### config.mk
export PLATFORM = sky130hd
export DESIGN_NAME = sspc_sequencer
export DESIGN_NICKNAME = d
export VERILOG_FILES = /design/src/inc/sspc_pkg.sv /design/src/verilog/sspc_sequencer.sv
export VERILOG_INCLUDE_DIRS = /design/src /design/src/inc
export SDC_FILE = /design/constraint.sdc
export NUM_CORES = 1
export LEC_CHECK = 0
export ABC_AREA = 1
export BUFFER_PORTS_ARGS = -buffer_cell sky130_fd_sc_hd__buf_2
export CAP_MARGIN = 15
export CORE_UTILIZATION = 34
export CTS_BUF_LIST = sky130_fd_sc_hd__clkbuf_8 sky130_fd_sc_hd__clkbuf_16
export CTS_CLUSTER_DIAMETER = 200
export DETAILED_ROUTE_END_ITERATION = 7
export SLEW_MARGIN = 30
export SYNTH_ARGS = -nofsm -noshare
export SYNTH_HDL_FRONTEND = slang
export SYNTH_SLANG_ARGS = --single-unit
### constraint.sdc
create_clock -name core_clk -period 1.94 [get_ports core_clk]
set_clock_uncertainty 0.2 [all_clocks]
set_input_delay 0.388 -clock core_clk [delete_from_list [all_inputs] [get_ports core_clk]]
set_output_delay 0.388 -clock core_clk [all_outputs]
set_load 0.01 [all_outputs]
### src/inc/sspc_consts.svh
// timing counts and reset values of the start-up sequencer
`ifndef SSPC_CONSTS_SVH
`define SSPC_CONSTS_SVH
`define SSPC_CLK_MHZ 100
`define SSPC_SYNC_STEP_NS 100
`define SSPC_SYNC_STEP_CYC ((`SSPC_SYNC_STEP_NS * `SSPC_CLK_MHZ + 999) / 1000)
`define SSPC_LOCK_WAIT_US 200
`define SSPC_LOCK_WAIT_CYC (`SSPC_LOCK_WAIT_US * `SSPC_CLK_MHZ)
`define SSPC_I2C_ADDR_RST 7'h09
`define SSPC_DECODE_SEL_RST 4'h4
`define SSPC_SRC_APLL 4'h0
`define SSPC_SRC_DPLL 4'h1
`define SSPC_SRC_REF_LOS 4'h2
`define SSPC_SRC_XO_LOS 4'h3
`define SSPC_SRC_REF_ACT 4'h4
`define SSPC_SRC_REF_INV 4'h5
`define SSPC_SRC_INT 4'h6
`define SSPC_SRC_READY 4'h7
`define SSPC_SRC_LOW 4'h8
`define SSPC_SRC_HIGH 4'h9
`define SSPC_SPI_RW_BIT 7
`define SSPC_PAGE_OFFSET 8'h7C
`define SSPC_STRAP_LOCK 0
`define SSPC_STRAP_GATE 1
`define SSPC_STRAP_SDA 2
`define SSPC_STRAP_SDO 3
`define SSPC_STRAP_CS 4
`define SSPC_STRAP_SCL 5
`endif

### src/inc/sspc_pkg.sv
// types of the start-up sequencer
package sspc_pkg;
	typedef enum logic [3:0] {
		SSPC_OTP_LOAD,
		SSPC_VCO_CAL,
		SSPC_GATE,
		SSPC_RELEASE,
		SSPC_UNGATE,
		SSPC_APLL_WAIT,
		SSPC_DPLL_ACQ,
		SSPC_RUN
	} sspc_state_type;
	typedef struct packed {
		sspc_state_type state;
		logic [31:0] count;
		logic [5:0] straps;
		logic strap_taken;
		logic vco_gate;
		logic [2:0] div_rst;
		logic mon_en;
		logic loop_start;
		logic seq_done;
		logic acq_filter;
		logic lock_pad_o;
		logic lock_pad_oe;
		logic sdo_pad_o;
		logic sdo_pad_oe;
		logic out_gate;
		logic [1:0] cfg_index;
		logic [6:0] i2c_addr;
		logic serial_active;
		logic ready;
	} sspc_regs_type;
endpackage

### src/verilog/sspc_sequencer.sv
// start-up sequencer, status pins and strap decode
// Notes on behaviour
// - spi first byte msb: 1 read, 0 write
// - status pin a shows selected condition
// - ready means otp loaded and port active
// - pin a polarity, pulls, float, open-drain
// - pin a driver off until otp loaded
// - serial-out is data in four-wire spi
// - serial-out status uses own pin controls
// - serial-out driver off until otp loaded
// - output gate pin, polarity and pulls
// - gate, release divider resets, then ungate
// - monitors enabled after analog pll lock
// - synth mode: outputs on after apll lock
// - jitter mode: acquire then dpll lock
// - align command reruns sync, outputs off
// - restart command reruns from vco calibration
// - straps captured at reset release
// - select 0-3: direct index, register address
// - select 4-F: index from straps; address from straps too, except at 7 where it stays the register address
// - crystal apll sync drops and regains lock
// - acquire filter set while acquiring
// - serial interfaces idle until otp loaded
// - i2c target address resets to 0x09
`include "sspc_consts.svh"
`default_nettype none
module sspc_sequencer
	import sspc_pkg::*;
#(
	parameter int unsigned LOCK_WAIT_CYC = `SSPC_LOCK_WAIT_CYC
)
(
	input wire logic core_clk,
	input wire logic rst_b,
	input wire logic otp_load_done,
	input wire logic vco_cal_done,
	input wire logic apll_lock,
	input wire logic dpll_lock,
	input wire logic ref_los,
	input wire logic xo_los,
	input wire logic ref_activity,
	input wire logic ref_invalid,
	input wire logic ref_qualified,
	input wire logic chip_interrupt,
	input wire logic jitter_attenuator_mode,
	input wire logic divider_align_cmd,
	input wire logic pll_restart_cmd,
	input wire logic acquire_filter_switch,
	input wire logic [3:0] status_pin_a_source,
	input wire logic status_pin_a_invert,
	input wire logic status_pin_a_float,
	input wire logic status_pin_a_opendrain,
	input wire logic [3:0] serial_out_source,
	input wire logic serial_out_invert,
	input wire logic serial_out_float,
	input wire logic serial_out_opendrain,
	input wire logic four_wire_spi,
	input wire logic spi_read_data,
	input wire logic spi_read_oe,
	input wire logic output_gate_enable,
	input wire logic output_gate_invert,
	input wire logic [3:0] strap_decode_select,
	input wire logic [6:0] bus_target_address,
	input wire logic status_pin_a_in,
	input wire logic output_gate_pin,
	input wire logic serial_data_pin,
	input wire logic serial_out_in,
	input wire logic chip_select_pin,
	input wire logic serial_clock_pin,
	output logic status_pin_a_out,
	output logic status_pin_a_oe,
	output logic serial_out_out,
	output logic serial_out_oe,
	output logic serial_port_active,
	output logic device_ready,
	output logic vco_clock_gate,
	output logic [2:0] divider_reset,
	output logic monitor_enable,
	output logic tracking_loop_start,
	output logic acq_filter_select,
	output logic clock_outputs_enable,
	output logic sequence_complete,
	output logic [5:0] strap_levels,
	output logic [1:0] config_index,
	output logic [6:0] i2c_target_address
);
	if (LOCK_WAIT_CYC < 1)
	begin : g_lock_wait_check
		$error("lock wait must be at least one cycle");
	end

	////////////////////////////////////////////////////////////////////////////////
	// pin synchronisers
	logic [5:0] pin_meta;
	logic [5:0] pin_sync;
	logic [5:0] pin_raw;
	assign pin_raw = {serial_clock_pin, chip_select_pin, serial_out_in, serial_data_pin,
		output_gate_pin, status_pin_a_in};
	// runs through reset so that the strap levels are already valid at release
	always_ff @(posedge core_clk)
	begin
		pin_meta <= pin_raw;
		pin_sync <= pin_meta;
	end

	////////////////////////////////////////////////////////////////////////////////
	// condition selection shared by both status pins
	function automatic logic pick_source(input logic [3:0] sel, input logic [7:0] cond);
		logic v;
		v = 1'b0;
		case (sel)
			`SSPC_SRC_APLL: v = cond[0];
			`SSPC_SRC_DPLL: v = cond[1];
			`SSPC_SRC_REF_LOS: v = cond[2];
			`SSPC_SRC_XO_LOS: v = cond[3];
			`SSPC_SRC_REF_ACT: v = cond[4];
			`SSPC_SRC_REF_INV: v = cond[5];
			`SSPC_SRC_INT: v = cond[6];
			`SSPC_SRC_READY: v = cond[7];
			`SSPC_SRC_LOW: v = 1'b0;
			`SSPC_SRC_HIGH: v = 1'b1;
			default: v = 1'b0;
		endcase
		return v;
	endfunction

	// open-drain drives only the low level; float releases the pin
	function automatic logic [1:0] pad_drive(input logic lvl, input logic inv,
		input logic flt, input logic od, input logic allowed);
		logic o;
		logic oe;
		o = lvl ^ inv;
		oe = allowed && !flt && (!od || !o);
		return {o, oe};
	endfunction

	////////////////////////////////////////////////////////////////////////////////
	// state
	sspc_regs_type r;
	sspc_regs_type next_r;
	logic [7:0] cond;
	logic [1:0] lock_pad;
	logic [1:0] sdo_pad;
	logic cmd_align;
	logic cmd_restart;

	assign cond = {r.ready, chip_interrupt, ref_invalid, ref_activity, xo_los, ref_los,
		dpll_lock, apll_lock};
	assign cmd_align = divider_align_cmd && r.serial_active;
	assign cmd_restart = pll_restart_cmd && r.serial_active;

	always_comb
	begin
		next_r = r;
		next_r.count = r.count + 32'h00000001;
		if (!r.strap_taken)
		begin
			next_r.straps = pin_sync;
			next_r.strap_taken = 1'b1;
		end
		unique case (r.state)
			SSPC_OTP_LOAD:
			begin
				if (otp_load_done && r.strap_taken)
				begin
					next_r.serial_active = 1'b1;
					next_r.state = SSPC_VCO_CAL;
				end
			end
			SSPC_VCO_CAL:
			begin
				if (vco_cal_done)
				begin
					next_r.state = SSPC_GATE;
					next_r.count = 32'h00000000;
				end
			end
			SSPC_GATE:
			begin
				next_r.vco_gate = 1'b1;
				next_r.div_rst = 3'h7;
				if (r.count >= `SSPC_SYNC_STEP_CYC)
				begin
					next_r.state = SSPC_RELEASE;
					next_r.count = 32'h00000000;
				end
			end
			SSPC_RELEASE:
			begin
				next_r.div_rst = 3'h0;
				if (r.count >= `SSPC_SYNC_STEP_CYC)
				begin
					next_r.state = SSPC_UNGATE;
					next_r.count = 32'h00000000;
				end
			end
			SSPC_UNGATE:
			begin
				next_r.vco_gate = 1'b0;
				next_r.state = SSPC_APLL_WAIT;
				next_r.count = 32'h00000000;
			end
			SSPC_APLL_WAIT:
			begin
				// apll loses lock after sync; hold off until lock after the settle time
				if (apll_lock && r.count >= 32'(LOCK_WAIT_CYC))
				begin
					next_r.mon_en = 1'b1;
					if (jitter_attenuator_mode)
						next_r.state = SSPC_DPLL_ACQ;
					else
					begin
						next_r.state = SSPC_RUN;
						next_r.seq_done = 1'b1;
					end
				end
			end
			SSPC_DPLL_ACQ:
			begin
				if (ref_qualified)
					next_r.loop_start = 1'b1;
				if (r.loop_start && dpll_lock && r.count >= 32'(LOCK_WAIT_CYC))
				begin
					next_r.state = SSPC_RUN;
					next_r.seq_done = 1'b1;
				end
			end
			SSPC_RUN:
			begin
			end
		endcase
		if (cmd_restart && r.state != SSPC_OTP_LOAD)
		begin
			next_r.state = SSPC_VCO_CAL;
			next_r.seq_done = 1'b0;
			next_r.mon_en = 1'b0;
			next_r.loop_start = 1'b0;
			next_r.vco_gate = 1'b0;
			next_r.div_rst = 3'h0;
		end
		else if (cmd_align && r.state == SSPC_RUN)
		begin
			next_r.state = SSPC_GATE;
			next_r.count = 32'h00000000;
			next_r.seq_done = 1'b0;
			next_r.loop_start = 1'b0;
		end
		next_r.acq_filter = acquire_filter_switch && next_r.loop_start && !next_r.seq_done;
		next_r.out_gate = next_r.seq_done && (!output_gate_enable ||
			(pin_sync[`SSPC_STRAP_GATE] ^ output_gate_invert));
		next_r.ready = otp_load_done && next_r.serial_active;
		lock_pad = pad_drive(pick_source(status_pin_a_source, cond), status_pin_a_invert,
			status_pin_a_float, status_pin_a_opendrain, r.serial_active);
		next_r.lock_pad_o = lock_pad[1];
		next_r.lock_pad_oe = lock_pad[0];
		sdo_pad = pad_drive(pick_source(serial_out_source, cond), serial_out_invert,
			serial_out_float, serial_out_opendrain, r.serial_active);
		if (four_wire_spi)
		begin
			next_r.sdo_pad_o = spi_read_data;
			next_r.sdo_pad_oe = spi_read_oe && r.serial_active;
		end
		else
		begin
			next_r.sdo_pad_o = sdo_pad[1];
			next_r.sdo_pad_oe = sdo_pad[0];
		end
		if (strap_decode_select <= 4'h3)
		begin
			next_r.cfg_index = strap_decode_select[1:0];
			next_r.i2c_addr = bus_target_address;
		end
		else
		begin
			next_r.i2c_addr = bus_target_address;
			case (strap_decode_select)
				4'h4:
				begin
					next_r.cfg_index = {r.straps[`SSPC_STRAP_GATE], r.straps[`SSPC_STRAP_LOCK]};
					next_r.i2c_addr[1:0] = {r.straps[`SSPC_STRAP_CS], r.straps[`SSPC_STRAP_SDO]};
				end
				4'h5:
				begin
					next_r.cfg_index = {r.straps[`SSPC_STRAP_SDO], r.straps[`SSPC_STRAP_LOCK]};
					next_r.i2c_addr[1:0] = {r.straps[`SSPC_STRAP_CS], r.straps[`SSPC_STRAP_GATE]};
				end
				4'h6:
				begin
					next_r.cfg_index = {r.straps[`SSPC_STRAP_SDO], r.straps[`SSPC_STRAP_GATE]};
					next_r.i2c_addr[1:0] = {r.straps[`SSPC_STRAP_CS], r.straps[`SSPC_STRAP_LOCK]};
				end
				4'h7:
					next_r.cfg_index = {r.straps[`SSPC_STRAP_SDA], r.straps[`SSPC_STRAP_SCL]};
				4'h8:
				begin
					next_r.cfg_index = {r.straps[`SSPC_STRAP_CS], r.straps[`SSPC_STRAP_LOCK]};
					next_r.i2c_addr[1:0] = {r.straps[`SSPC_STRAP_SDO], r.straps[`SSPC_STRAP_GATE]};
				end
				4'h9:
				begin
					next_r.cfg_index = {r.straps[`SSPC_STRAP_CS], r.straps[`SSPC_STRAP_GATE]};
					next_r.i2c_addr[1:0] = {r.straps[`SSPC_STRAP_SDO], r.straps[`SSPC_STRAP_LOCK]};
				end
				4'hA:
				begin
					next_r.cfg_index = {r.straps[`SSPC_STRAP_CS], r.straps[`SSPC_STRAP_SDO]};
					next_r.i2c_addr[1:0] = {r.straps[`SSPC_STRAP_GATE], r.straps[`SSPC_STRAP_LOCK]};
				end
				4'hB:
				begin
					next_r.cfg_index = {r.straps[`SSPC_STRAP_CS], r.straps[`SSPC_STRAP_SDA]};
					next_r.i2c_addr[1:0] = {r.straps[`SSPC_STRAP_SDO], r.straps[`SSPC_STRAP_LOCK]};
				end
				4'hC:
				begin
					next_r.cfg_index = {r.straps[`SSPC_STRAP_CS], r.straps[`SSPC_STRAP_SCL]};
					next_r.i2c_addr[1:0] = {r.straps[`SSPC_STRAP_GATE], r.straps[`SSPC_STRAP_SDA]};
				end
				4'hD:
				begin
					next_r.cfg_index = {r.straps[`SSPC_STRAP_CS], r.straps[`SSPC_STRAP_SDA]};
					next_r.i2c_addr[1:0] = {r.straps[`SSPC_STRAP_GATE], r.straps[`SSPC_STRAP_SCL]};
				end
				4'hE:
				begin
					next_r.cfg_index = {r.straps[`SSPC_STRAP_SDA], r.straps[`SSPC_STRAP_LOCK]};
					next_r.i2c_addr[1:0] = {r.straps[`SSPC_STRAP_GATE], r.straps[`SSPC_STRAP_CS]};
				end
				default:
				begin
					next_r.cfg_index = {r.straps[`SSPC_STRAP_SDA], r.straps[`SSPC_STRAP_SDO]};
					next_r.i2c_addr[1:0] = {r.straps[`SSPC_STRAP_GATE], r.straps[`SSPC_STRAP_LOCK]};
				end
			endcase
		end
	end

	always_ff @(posedge core_clk)
	begin
		if (!rst_b)
		begin
			r <= '0;
			r.state <= SSPC_OTP_LOAD;
			r.i2c_addr <= `SSPC_I2C_ADDR_RST;
		end
		else
			r <= next_r;
	end

	////////////////////////////////////////////////////////////////////////////////
	// outputs
	assign status_pin_a_out = r.lock_pad_o;
	assign status_pin_a_oe = r.lock_pad_oe;
	assign serial_out_out = r.sdo_pad_o;
	assign serial_out_oe = r.sdo_pad_oe;
	assign serial_port_active = r.serial_active;
	assign device_ready = r.ready;
	assign vco_clock_gate = r.vco_gate;
	assign divider_reset = r.div_rst;
	assign monitor_enable = r.mon_en;
	assign tracking_loop_start = r.loop_start;
	assign acq_filter_select = r.acq_filter;
	assign clock_outputs_enable = r.out_gate;
	assign sequence_complete = r.seq_done;
	assign strap_levels = r.straps;
	assign config_index = r.cfg_index;
	assign i2c_target_address = r.i2c_addr;
endmodule
`default_nettype wire
**Word level (Yosys, flattened, before mapping)**

Cells that the tools add are included.

- Word-level logic and storage cells: 158
- Register bits after elaboration: 79
- Output and inout bits: 30
- Input port bits: 52

- Reductions and logical operators: 45
- Magnitude comparators: 3
- Equal/unequal tests: 52
- Muxes and demuxes: 30
- Add/subtract/negate cells: 1
- Bitwise gates (word level): 4

Operator list:

| kind | count |
|---|---|
| case mux 32 bit (4 select lines) | 1 |
| two-way mux 36 bit | 3 |
| equality test 4 x 3 -> 1 bit, second input constant | 16 |
| equality test 4 bit, second input constant | 9 |
| two-way mux 34 bit | 1 |
| adder 32 x 1 -> 32 bit, second input constant | 1 |
| greater-or-equal comparator 32 x 15 -> 1 bit, second input constant | 1 |
| greater-or-equal comparator 32 x 4 -> 1 bit, second input constant | 1 |
| two-way mux 32 bit | 1 |
| case mux 4 bit (7 select lines) | 1 |
| equality test 4 x 2 -> 1 bit, second input constant | 6 |
| inequality test 4 bit, second input constant | 6 |
| AND reduction 7 bit | 3 |
| case mux 2 bit (10 select lines) | 1 |
| inequality test 3 bit, second input constant | 6 |
| case mux 1 bit (9 select lines) | 2 |
| case mux 2 bit (9 select lines) | 1 |
| logical AND 1 bit | 17 |
| equality test 4 x 1 -> 1 bit, second input constant | 3 |
| zero test 4 bit | 3 |
| two-way mux 4 bit | 3 |
| inequality test 2 bit, second input constant | 6 |
| two-way mux 1 bit | 9 |
| two-way mux 9 bit | 1 |
| other kinds (16) | 33 |

**Depth between registers and ports, before layout**

Gate-level depths: netlist of the first run.

- Depth in word-level cells: 8
- Depth in mapped cells: 14
- Gate-level depth less buffers: 14

**Worst setup path after synthesis of the first run**

OpenSTA, ideal clock, no wires.

- Path type: reg2reg
- Start: register r[32] in the netlist's numbering
- End: register r[57] in the netlist's numbering
- Required time: 1.625 ns
- Stages on the path, launching flop included: 12
- Path buffers: 0
- Setup time: 0.115 ns
- Clock period less this slack: 1.820 ns
- Setup slack: 0.120 ns
- Arrival: 1.505 ns
- Cell sequence: dfxtp_1 ha_1 nand2_1 nor2_2 nand2_2 nor3_4 inv_2 nor2_2 nand4_2 nor2_2 xor2_1 nor2_1

- Word-level cells in the longest chain between the ends: 5
- Elaborated cells between the ends (all ways): 8
- Those cells by class: add/sub: 1; order compare: 1; mux: 6

Ends and longest elaborated chain:

| what | RTL line | source |
|---|---|---|
| start: declaration | sspc_sequencer.sv:139 | `sspc_regs_type r;` |
| start signal: assignment | sspc_sequencer.sv:347 | `r <= next_r;` |
| adder 32 x 1 -> 32 bit / greater-or-equal comparator 32 x 4 -> 1 bit (equally long branches) | - |  |
| two-way mux 36 bit, on equally long branches | sspc_sequencer.sv:191, sspc_sequencer.sv:172, sspc_sequencer.sv:182 |  |
| case mux 32 bit (4 select lines) (*) | sspc_sequencer.sv:161 | `unique case (r.state)` |
| two-way mux 34 bit | sspc_sequencer.sv:241 | `else if (cmd_align && r.state == SSPC_RUN)` |
| two-way mux 32 bit (*) | sspc_sequencer.sv:232 | `if (cmd_restart && r.state != SSPC_OTP_LOAD)` |

Mark *: on every way between the ends. The rest lies on a longest branch, timed or not. The select of a mux whose other input is x is not followed.
A chain may end at the register's enable or synchronous reset.

**Worst setup path in the final report of the first run**

Ends and elaborated chain as after synthesis.

==> results.yml, run 1 <==
outcome:
  status: "completed"
critical_path:
  critPathKind: "reg -> reg"
  worstPathRequired_ns: 1.97
  end_kind: "register"
  start_kind: "register"
  cp_data_arrival_time_ns: 1.94
  cp_max_fo: 4
global_routing:
  grt_pass1_vias: 3630
  grt_usage_pct: 16.5
  grt-ovfl-total: 0
  antenna_found_initial: 0
  grt_max_degree: 20
  grt_pass1_wl_um: 16700
  busiest_layer: "met2"
  globalRouteMet1Util_pct: 22.0
  grt_util_met3_pct: 3.18
  met2_usage_pct: 26.6
place:
  portBuffers: 81
  gp_congestion: 0.927
  dp_hpwl_um: 7590
timing:
  clock.fmax_mhz: 523
  relSlewSlack_pct: 71.8
  finalMaxSlewViolations: 0
  worst_pin_slew_ns: 0.420
  finalHoldWorstSlack_ns: 0.0462
  finalCriticalPeriod_ns: 1.91
  fin_crit_sh_pct: 98.6
  rsz0062_at_grt: "true"
  hold_viol: 0
  setup_viol: 0
floorplan:
  ioPinCount: 82
  fp.dieH_um: 111
  dieArea_um2: 12200
  rows: 39
  start_util_pct: 35.0
  core_area_um2: 11500
  die_w_um: 111
logic_synthesis:
  ys_types: 43
  ys_seq_area_share_pct: 37.9
  yosysWarningCount: 0
  synth_area_leader_cell: "dfxtp_1"
  synth_top_area_share_pct: 37.9
  ys_ff_latch: 76
  async_flop_share_pct: 0
  synth_area_um2: 4010
  ys.flop_type: "dfxtp_1"
  yosysMostFrequentCell: "nand2_1"
  synthCells: 571
  syn_nets: 625
  synthTopCellsByArea: "dfxtp_1, nand2_1, nor2_1"
  syn_avg_cell_area_um2: 7.03
  synth_edf_count: 0
  synth_common_cells: "nand2_1, nor2_1, dfxtp_1, inv_1, nand3_1"
clock_tree:
  root_buffer: "clkbuf_16"
  cts_buffers: 9
  cts-htree-levels: 3
  clk_pin_slew_ns: 0.06
  cts.path.max_buffers: 2
  cts.sinks: 76
  cts_tree: "built"
  clock_latency_ns: 0.33
drt:
  via_per_inst: 4.81
  ant_nets: 0
  drc: 0
  wl_per_cell_um: 12.3
  routed_wirelength_um: 10000
  drt_first_pass_iters: 5
  drtIter0Drc: 295
  vias: 3926
pwr:
  power_leakage_nw: 2.43
  ir_drop_mv: 0.474
  power_w: 0.00413
  p_per_area_nw_per_um2: 800
min_path:
  min_path_type: "in -> reg"
run:
  drv_cap: 0
final_layout:
  fillCellCount: 1160
  antenna_cells: 0
  drive_gt1_share_pct: 29.2
  syn_to_final_growth_pct: 28.8
  fin_nets: 723
-- metrics by stage --
step / TNS, ns / instances / util, % / instance area, µm² / worst slack [ns]
floorplan: 0 / 571 / - / 4010 / 0.120
detailed placement: 0 / 791 / 40.1 / 4600 / 0.0259
finish: 0 / 817 / 45.0 / 5160 / 0.0271
global placement: 0 / 791 / 40.1 / 4600 / 0.0145
global route: -2.12 / 817 / 45.0 / 5160 / -0.126
CTS: 0 / 813 / 43.4 / 4980 / 0.00534
-- cell usage in the layout, fill, tap and decap left out, types with 3 or more instances in the layout --
master / synthesis / final
nand2_1: 101 / 100
nor2_1: 99 / 89
buf_2: 4 / 81
inv_1: 75 / 72
dfxtp_1: 76 / 65
nand3_1: 29 / 27
o21ai_0: 27 / 27
a21oi_1: 24 / 23
xor2_1: 23 / 23
buf_4: 19 / 22
nor2_2: 9 / 15
inv_2: 8 / 11
nor3_1: 13 / 10
nand4_1: 10 / 10
clkbuf_16: 0 / 10
dfxtp_2: 0 / 9
nor2_4: 4 / 8
nand2_2: 6 / 7
dlygate4sd3_1: 0 / 6
o22ai_1: 4 / 4
nor3_2: 2 / 4
o211ai_1: 3 / 3
nand3_2: 1 / 3
nor4_1: 4 / 3
-- worst paths after layout --
check	startpoint	slack, ns	depth (start not counted)	end
worst max-delay path	r[32]$_SDFF_PN0_	0.03	11	r[57]$_SDFF_PN0_
worst min-delay path	bus_target_address[6]	0.05	3	i2c_target_address[6]$_SDFF_PN0_
worst max register to register	r[32]$_SDFF_PN0_	0.03	11	r[57]$_SDFF_PN0_
worst min register to register	pin_meta[4]$_DFF_P_	0.12	0	pin_sync[4]$_DFF_P_
-- sequential cells by signal (all words and copies together) (netlist names) --
name                  flops
acq_filter_select         1
clock_outputs_enable      1
config_index              2
device_ready              1
divider_reset             1
i2c_target_address        7
monitor_enable            1
pin_meta                  6
pin_sync                  6
r                        36
sequence_complete         1
serial_out_oe             1
serial_out_out            1
serial_port_active        1
status_pin_a_oe           1
status_pin_a_out          1
strap_levels              6
tracking_loop_start       1
vco_clock_gate            1
-- power breakdown --
| part | total, W | switching [W] | internal (W) | leakage, nW |
|---|---|---|---|---|
| sequential | 0.00169 | 0.0000577 | 0.00164 | 0.628 |
| combinational | 0.000624 | 0.000352 | 0.000273 | 1.65 |
| clock | 0.00181 | 0.000678 | 0.00113 | 0.160 |
| total | 0.00413 | 0.00109 | 0.00304 | 2.43 |
-- layer usage --
metal | share of wire [%] | up-vias
met5 | 0 | -
met4 | 1.7 | 0
met3 | 4.7 | 15
met2 | 47 | 114
met1 | 47 | 1797
li1 | - | 2000
-- kinds of logic after synthesis --
kind of cell,after synthesis,synth area share [%]
and+or+nand+nor,291,34.2
buffers and inverters,108,12.0
DFF,76,37.9
AOI/OAI and AO/OA,70,9.95
xor gates and xnor gates,24,5.24
adders and majority gates,2,0.624
-- final cells by class --
cell class | count | area [µm²] | share of cell area [%]
Multi-Input combinational cell | 387 | 2120 | 41.1
Sequential cell | 76 | 1540 | 29.8
Timing Repair Buffer | 112 | 691 | 13.4
Inverter | 83 | 312 | 6.03
Clock buffer | 9 | 225 | 4.36
Tap cell | 143 | 179 | 3.46
Clock inverter | 7 | 96.3 | 1.87
-- repair_timing --
action | in CTS | in global routing
hold buffers | 6 | 0
resized for setup | 0 | 45
setup endpoints to repair | 0 | 37
setup buffers | 0 | 3
endpoints found under the hold margin | 6 | 0
-- worst max-delay path, cell delays in order (launching register included) --
cell	delay, ns
dfxtp_4	0.37
ha_1	0.17
nand2_1	0.09
nor2_2	0.12
nand2_2	0.10
nor3_4	0.15
inv_2	0.07
nor2_4	0.09
nand4_2	0.12
nor2_2	0.13
xor2_1	0.15
nor2_1	0.05
Note: power is estimated with default switching activity, not from simulation.
==> run 2, diff against run 1 <==
CTS_BUF_LIST = sky130_fd_sc_hd__clkbuf_2 sky130_fd_sc_hd__clkbuf_4 sky130_fd_sc_hd__clkbuf_8   (was sky130_fd_sc_hd__clkbuf_8 sky130_fd_sc_hd__clkbuf_16)
clock period = 2.34 ns   (was 1.94 ns; I/O delays follow)
==> run 2 against run 1 <==
Utilization down 3.7 points. First-iteration DRC count fell by 16%. Highest routed layer unchanged. Largest power group is now registers. Critical path type unchanged. Flip-flop and latch count stayed put.
==> results.yml, run 2 (synthesis results as in run 1) <==
outcome:
  status: "completed"
critical_path:
  crit_top_cell: "nor2_1"
  critical_path.top_delay_family: "simple AND/OR/NAND/NOR gates"
  crit_slowest_cell: "nor4_1"
  max_stage_delay_ns: 0.45
  end_kind: "register"
  start_kind: "register"
  cp.buffers_inverters: 1
  critPathKind: "reg -> reg"
  cp_max_fo: 4
  worstPathRequired_ns: 2.40
  cp_data_arrival_time_ns: 2.08
  crit_chain: "inv_1 > nor4_1 > nand2_1 > nor2_1 > nand4_1 > xor2_1 > nor2_1"
timing:
  clock.fmax_mhz: 496
  finalMaxSlewViolations: 0
  worst_pin_slew_ns: 0.482
  fin_tns_setup_ns: 0
  relSlewSlack_pct: 67.6
  finalHoldWorstSlack_ns: 0.0213
  setup_viol: 0
  finalCriticalPeriod_ns: 2.02
  rsz0062_at_grt: "false"
  fin_crit_sh_pct: 86.1
  hold_viol: 0
floorplan:
  rows: 39
  start_util_pct: 35.0
  core_area_um2: 11500
  ioPinCount: 82
  dieArea_um2: 12200
  fp.dieH_um: 111
  die_w_um: 111
clock_tree:
  root_buffer: "clkbuf_8"
  clk_pin_slew_ns: 0.09
  ctsResizeCount: 0
  cts.sinks: 76
  cts_tree: "built"
  holdBufCountCts: 4
  clock_latency_ns: 0.36
  cts-htree-levels: 3
  cts.path.max_buffers: 2
  cts_buffers: 9
  postCtsSetupRepairBufs: 0
drt:
  drc: 0
  wl_per_cell_um: 11.7
  vias: 3768
  drt_first_pass_iters: 5
  ant_nets: 0
  routed_wirelength_um: 9260
  via_per_inst: 4.75
  drtIter0Drc: 248
run:
  drv_cap: 0
global_routing:
  antenna_found_initial: 0
  grt_max_degree: 23
  grt_pass1_vias: 3500
  grt_pass1_wl_um: 15800
  grt-ovfl-total: 0
  grt_usage_pct: 15.6
pwr:
  clock_power_share_pct: 38.6
  power_leakage_nw: 2.24
  intPower_w: 0.00216
  p_sw_share_pct: 27.3
  power_switching_w: 0.000811
  ir_drop_mv: 0.433
  seqPwrFrac_pct: 47.1
  p_comb_share_pct: 14.3
  p_per_area_nw_per_um2: 627
final_layout:
  fin_nets: 700
  regMostFlops: "r"
  largest_reg_flops: 36
  final_area_um2: 4740
  antenna_cells: 0
  most-common-layout-cells: "nand2_1, nor2_1, buf_2"
  drive_gt1_share_pct: 21.5
  syn_to_final_growth_pct: 18.2
  final_common_cell: "nand2_1"
place:
  dp_hpwl_um: 7260
  portBuffers: 81
  gp_congestion: 0.908
  place_area_um2: 4460
min_path:
  min_path_type: "in -> reg"
-- run 2: metal layers --
| metal | global-route usage (%) | share of wire (%) | vias up |
|---|---|---|---|
| met5 | 0 | 0 | - |
| met4 | 7.20 | 1.9 | 0 |
| met3 | 3.46 | 5.4 | 20 |
| met2 | 24.2 | 45 | 116 |
| met1 | 20.7 | 47 | 1677 |
| li1 | - | - | 1955 |
-- run 2: area by class of cell --
cell class                 instances  area, µm²
clock inverter                     6       93.8
multi-input combinational        387       2010
sequential                        76       1520
tap                              143        179
clock buffer                      10        138
timing repair buffer              89        490
inverter                          83        312
fill                            1152       6730
-- run 2: power by group through the flow --
stage / Sequential [W] / Clock, W / Combinational [W]
after detailed placement: 0.00143 / 0 / 0.000421
after global routing: 0.00141 / 0.00125 / 0.000485
after floorplan: 0.00142 / 0 / 0.000298
final: 0.00140 / 0.00115 / 0.000425
after global placement: 0.00143 / 0 / 0.000420
after CTS: 0.00140 / 0.00119 / 0.000428
-- run 2: per-stage QoR --
step                total power [W]  cells  utilization (%)  setup WS (ns)
finish                      0.00297    794             41.4          0.324
global route                0.00315    794             41.4         0.0807
floorplan                   0.00172    571                -          0.520
global placement            0.00185    773             38.9          0.327
CTS                         0.00302    793             41.3          0.286
detailed placement          0.00185    773             38.9          0.318
-- run 2: path summary, 6_finish.rpt --
kind                       start                  end  slack (ns)  cells after the start
min             serial_clock_pin  pin_meta[5]$_DFF_P_        0.02                      1
min reg2reg  pin_meta[4]$_DFF_P_  pin_sync[4]$_DFF_P_        0.13                      0
max             r[44]$_SDFF_PN0_     r[62]$_SDFF_PN0_        0.32                      7
max reg2reg     r[44]$_SDFF_PN0_     r[62]$_SDFF_PN0_        0.32                      7
-- run 2: worst register-to-register path, cell delays in order, from the launching register on --
cell	delay, ns
dfxtp_1	0.40
inv_1	0.13
nor4_1	0.45
nand2_1	0.09
nor2_1	0.26
nand4_1	0.18
xor2_1	0.17
nor2_1	0.05
==> run 3, diff against run 2 <==
SLEW_MARGIN = 20   (was 30)
clock period = 1.7 ns   (was 2.34 ns; I/O delays follow)
==> run 3 against run 2 <==
The run now ends with negative setup slack left. Combinational power is 140% higher. Critical path type unchanged. Setup slack worse by 0.52 ns. Largest cell class unchanged. Critical path depth is 3 higher. Global-route usage is 2.4 points higher. Highest routed layer unchanged.
==> results.yml, run 3 (synthesis results as in run 1) <==
pwr:
  p_comb_share_pct: 24.0
  power_w: 0.00422
  seqPwrFrac_pct: 46.0
  power_switching_w: 0.00130
  ir_drop_mv: 0.617
  clock_power_share_pct: 30.0
  power_leakage_nw: 2.88
  p_sw_share_pct: 30.9
  p_per_area_nw_per_um2: 693
  intPower_w: 0.00292
min_path:
  min_to: "i2c_target_address[0]$_SDFF_PN1_"
  hold_depth: 3
  min-delay-start: "bus_target_address[0]"
  min_path_type: "in -> reg"
timing:
  clock.fmax_mhz: 527
  rsz0062_at_grt: "true"
  relSlewSlack_pct: 67.6
  worst_pin_slew_ns: 0.482
  finalHoldWorstSlack_ns: 0.0325
  fin_crit_sh_pct: 112
  setup_viol: 37
  finalMaxSlewViolations: 0
  layout_setup_ws_ns: -0.199
  hold_viol: 0
  finalCriticalPeriod_ns: 1.90
critical_path:
  timing.rr.start: "r[31]$_SDFF_PN0_"
  rrSetupSlack_ns: -0.20
  cp_data_arrival_time_ns: 1.96
  critPathKind: "reg -> reg"
  r2r-end: "r[49]$_SDFF_PN0_"
  start_kind: "register"
  worstPathRequired_ns: 1.76
  reg2regPathDepth: 10
  cp_max_fo: 4
  end_kind: "register"
floorplan:
  rows: 39
  ioPinCount: 82
  fp.dieH_um: 111
  die_w_um: 111
  core_area_um2: 11500
  start_util_pct: 35.0
  dieArea_um2: 12200
clock_tree:
  clock_latency_ns: 0.36
  clk_pin_slew_ns: 0.08
  cts_buffers: 9
  cts.path.max_buffers: 2
  root_buffer: "clkbuf_8"
  cts.sinks: 76
  cts_tree: "built"
  cts-htree-levels: 3
outcome:
  violations: "negative setup slack"
  status: "complete, but fails checks"
place:
  gp_congestion: 0.927
  dp_hpwl_um: 8040
  place_area_um2: 5090
  numPlacedInstances: 854
  portBuffers: 81
  dp_slack_ns: -0.217
final_layout:
  drive_gt1_share_pct: 44.4
  regMostFlops: "r"
  syn_to_final_growth_pct: 51.8
  regArea_um2: 1550
  fin_nets: 808
  final_common_cell: "buf_4"
  fillCellCount: 1058
  fin_cells: 902
  antenna_cells: 0
  multi_input_area_um2: 2440
  largest_reg_flops: 36
  final_area_um2: 6090
  most-common-layout-cells: "buf_4, nand2_1, buf_2"
drt:
  wl_met3_um: 558
  vias: 4287
  drc: 0
  highest_layer: "met4"
  drtIter0Drc: 291
  wl_met1_um: 4960
  ant_nets: 0
  routed_wirelength_um: 11500
  drt_first_pass_iters: 6
  wl_per_cell_um: 12.7
  wl_met2_um: 5710
  via_per_inst: 4.75
global_routing:
  grt_pass1_wl_um: 18100
  grt_usage_pct: 18.0
  grt-ovfl-total: 0
  grt_pass1_vias: 4149
  grt_max_degree: 21
  antenna_found_initial: 0
run:
  drv_cap: 0
-- run 3: changes by cell type in the layout (fill, tap and decap cells not counted), moves of 7 or more --
| cell | before | now |
|---|---|---|
| nor2_2 | 9 | 29 |
| dfxtp_2 | 0 | 14 |
| nor2_4 | 4 | 21 |
| dfxtp_1 | 76 | 58 |
| dlygate4sd3_1 | 5 | 16 |
| nor2_1 | 99 | 62 |
| inv_1 | 75 | 67 |
| nand2_2 | 6 | 14 |
| buf_4 | 2 | 88 |
| nand2_1 | 101 | 87 |
| buf_6 | 0 | 7 |
-- run 3: metal layers --
metal  vias up  track usage, %
li1       2169               -
met1      1954            21.7
met2       139            30.6
met3        25            4.45
met4         0            7.20
met5         -               0
-- run 3: worst max-delay path, cell delays in order, from the launching register on --
cell,delay (ns)
dfxtp_4,0.38
ha_4,0.15
nand2_4,0.06
nor2_4,0.12
nand2_4,0.08
nor3_4,0.16
buf_4,0.16
buf_6,0.11
nand4_1,0.12
xor2_1,0.22
nor2_2,0.05
-- run 3: worst max path at each step --
| stage | startpoint | end | slack (ns) |
|---|---|---|---|
| after floorplan | r[31]$_SDFF_PN0_ | r[57]$_SDFF_PN0_ | -0.07 |
| after global placement | r[31]$_SDFF_PN0_ | r[60]$_SDFF_PN0_ | -0.16 |
| after detailed placement | r[31]$_SDFF_PN0_ | r[63]$_SDFFE_PN0P_ | -0.22 |
| after CTS | r[31]$_SDFF_PN0_ | r[31]$_SDFF_PN0_ | -0.17 |
| after global routing | r[31]$_SDFF_PN0_ | r[49]$_SDFF_PN0_ | -0.33 |
| final | r[31]$_SDFF_PN0_ | r[49]$_SDFF_PN0_ | -0.20 |
-- run 3: timing repair --
action,CTS,global route
pin swaps,10,24
hold buffers,16,0
gates cloned,1,3
buffers inserted,4,9
endpoints found under the hold margin,15,0
gates resized for setup,43,101
setup endpoints to repair,37,39
-- run 3: area by class of cell --
type                    instances  share of cell area, %
clock buffers                  10                   2.16
well taps                     143                   2.94
multi-input cells             387                   40.0
repair buffers                197                   23.4
flip-flops and latches         76                   25.5
clock inverters                 6                  0.781
inverters                      83                   5.20
-- run 3: metrics by stage --
stage | util (%) | setup TNS [ns]
floorplan | - | -0.0743
global placement | 44.4 | -4.43
detailed placement | 44.4 | -4.12
CTS | 49.1 | -4.80
global route | 53.1 | -8.94
finish | 53.1 | -5.00
-- run 3: power by group through the flow --
stage	Sequential [W]	Clock, W	Combinational (W)
2_1_floorplan	0.00196	0	0.000412
6_report	0.00194	0.00126	0.00101
3_5_place_dp	0.00196	0	0.000681
4_1_cts	0.00193	0.00132	0.000785
3_3_place_gp	0.00196	0	0.000673
5_1_grt	0.00195	0.00140	0.00110
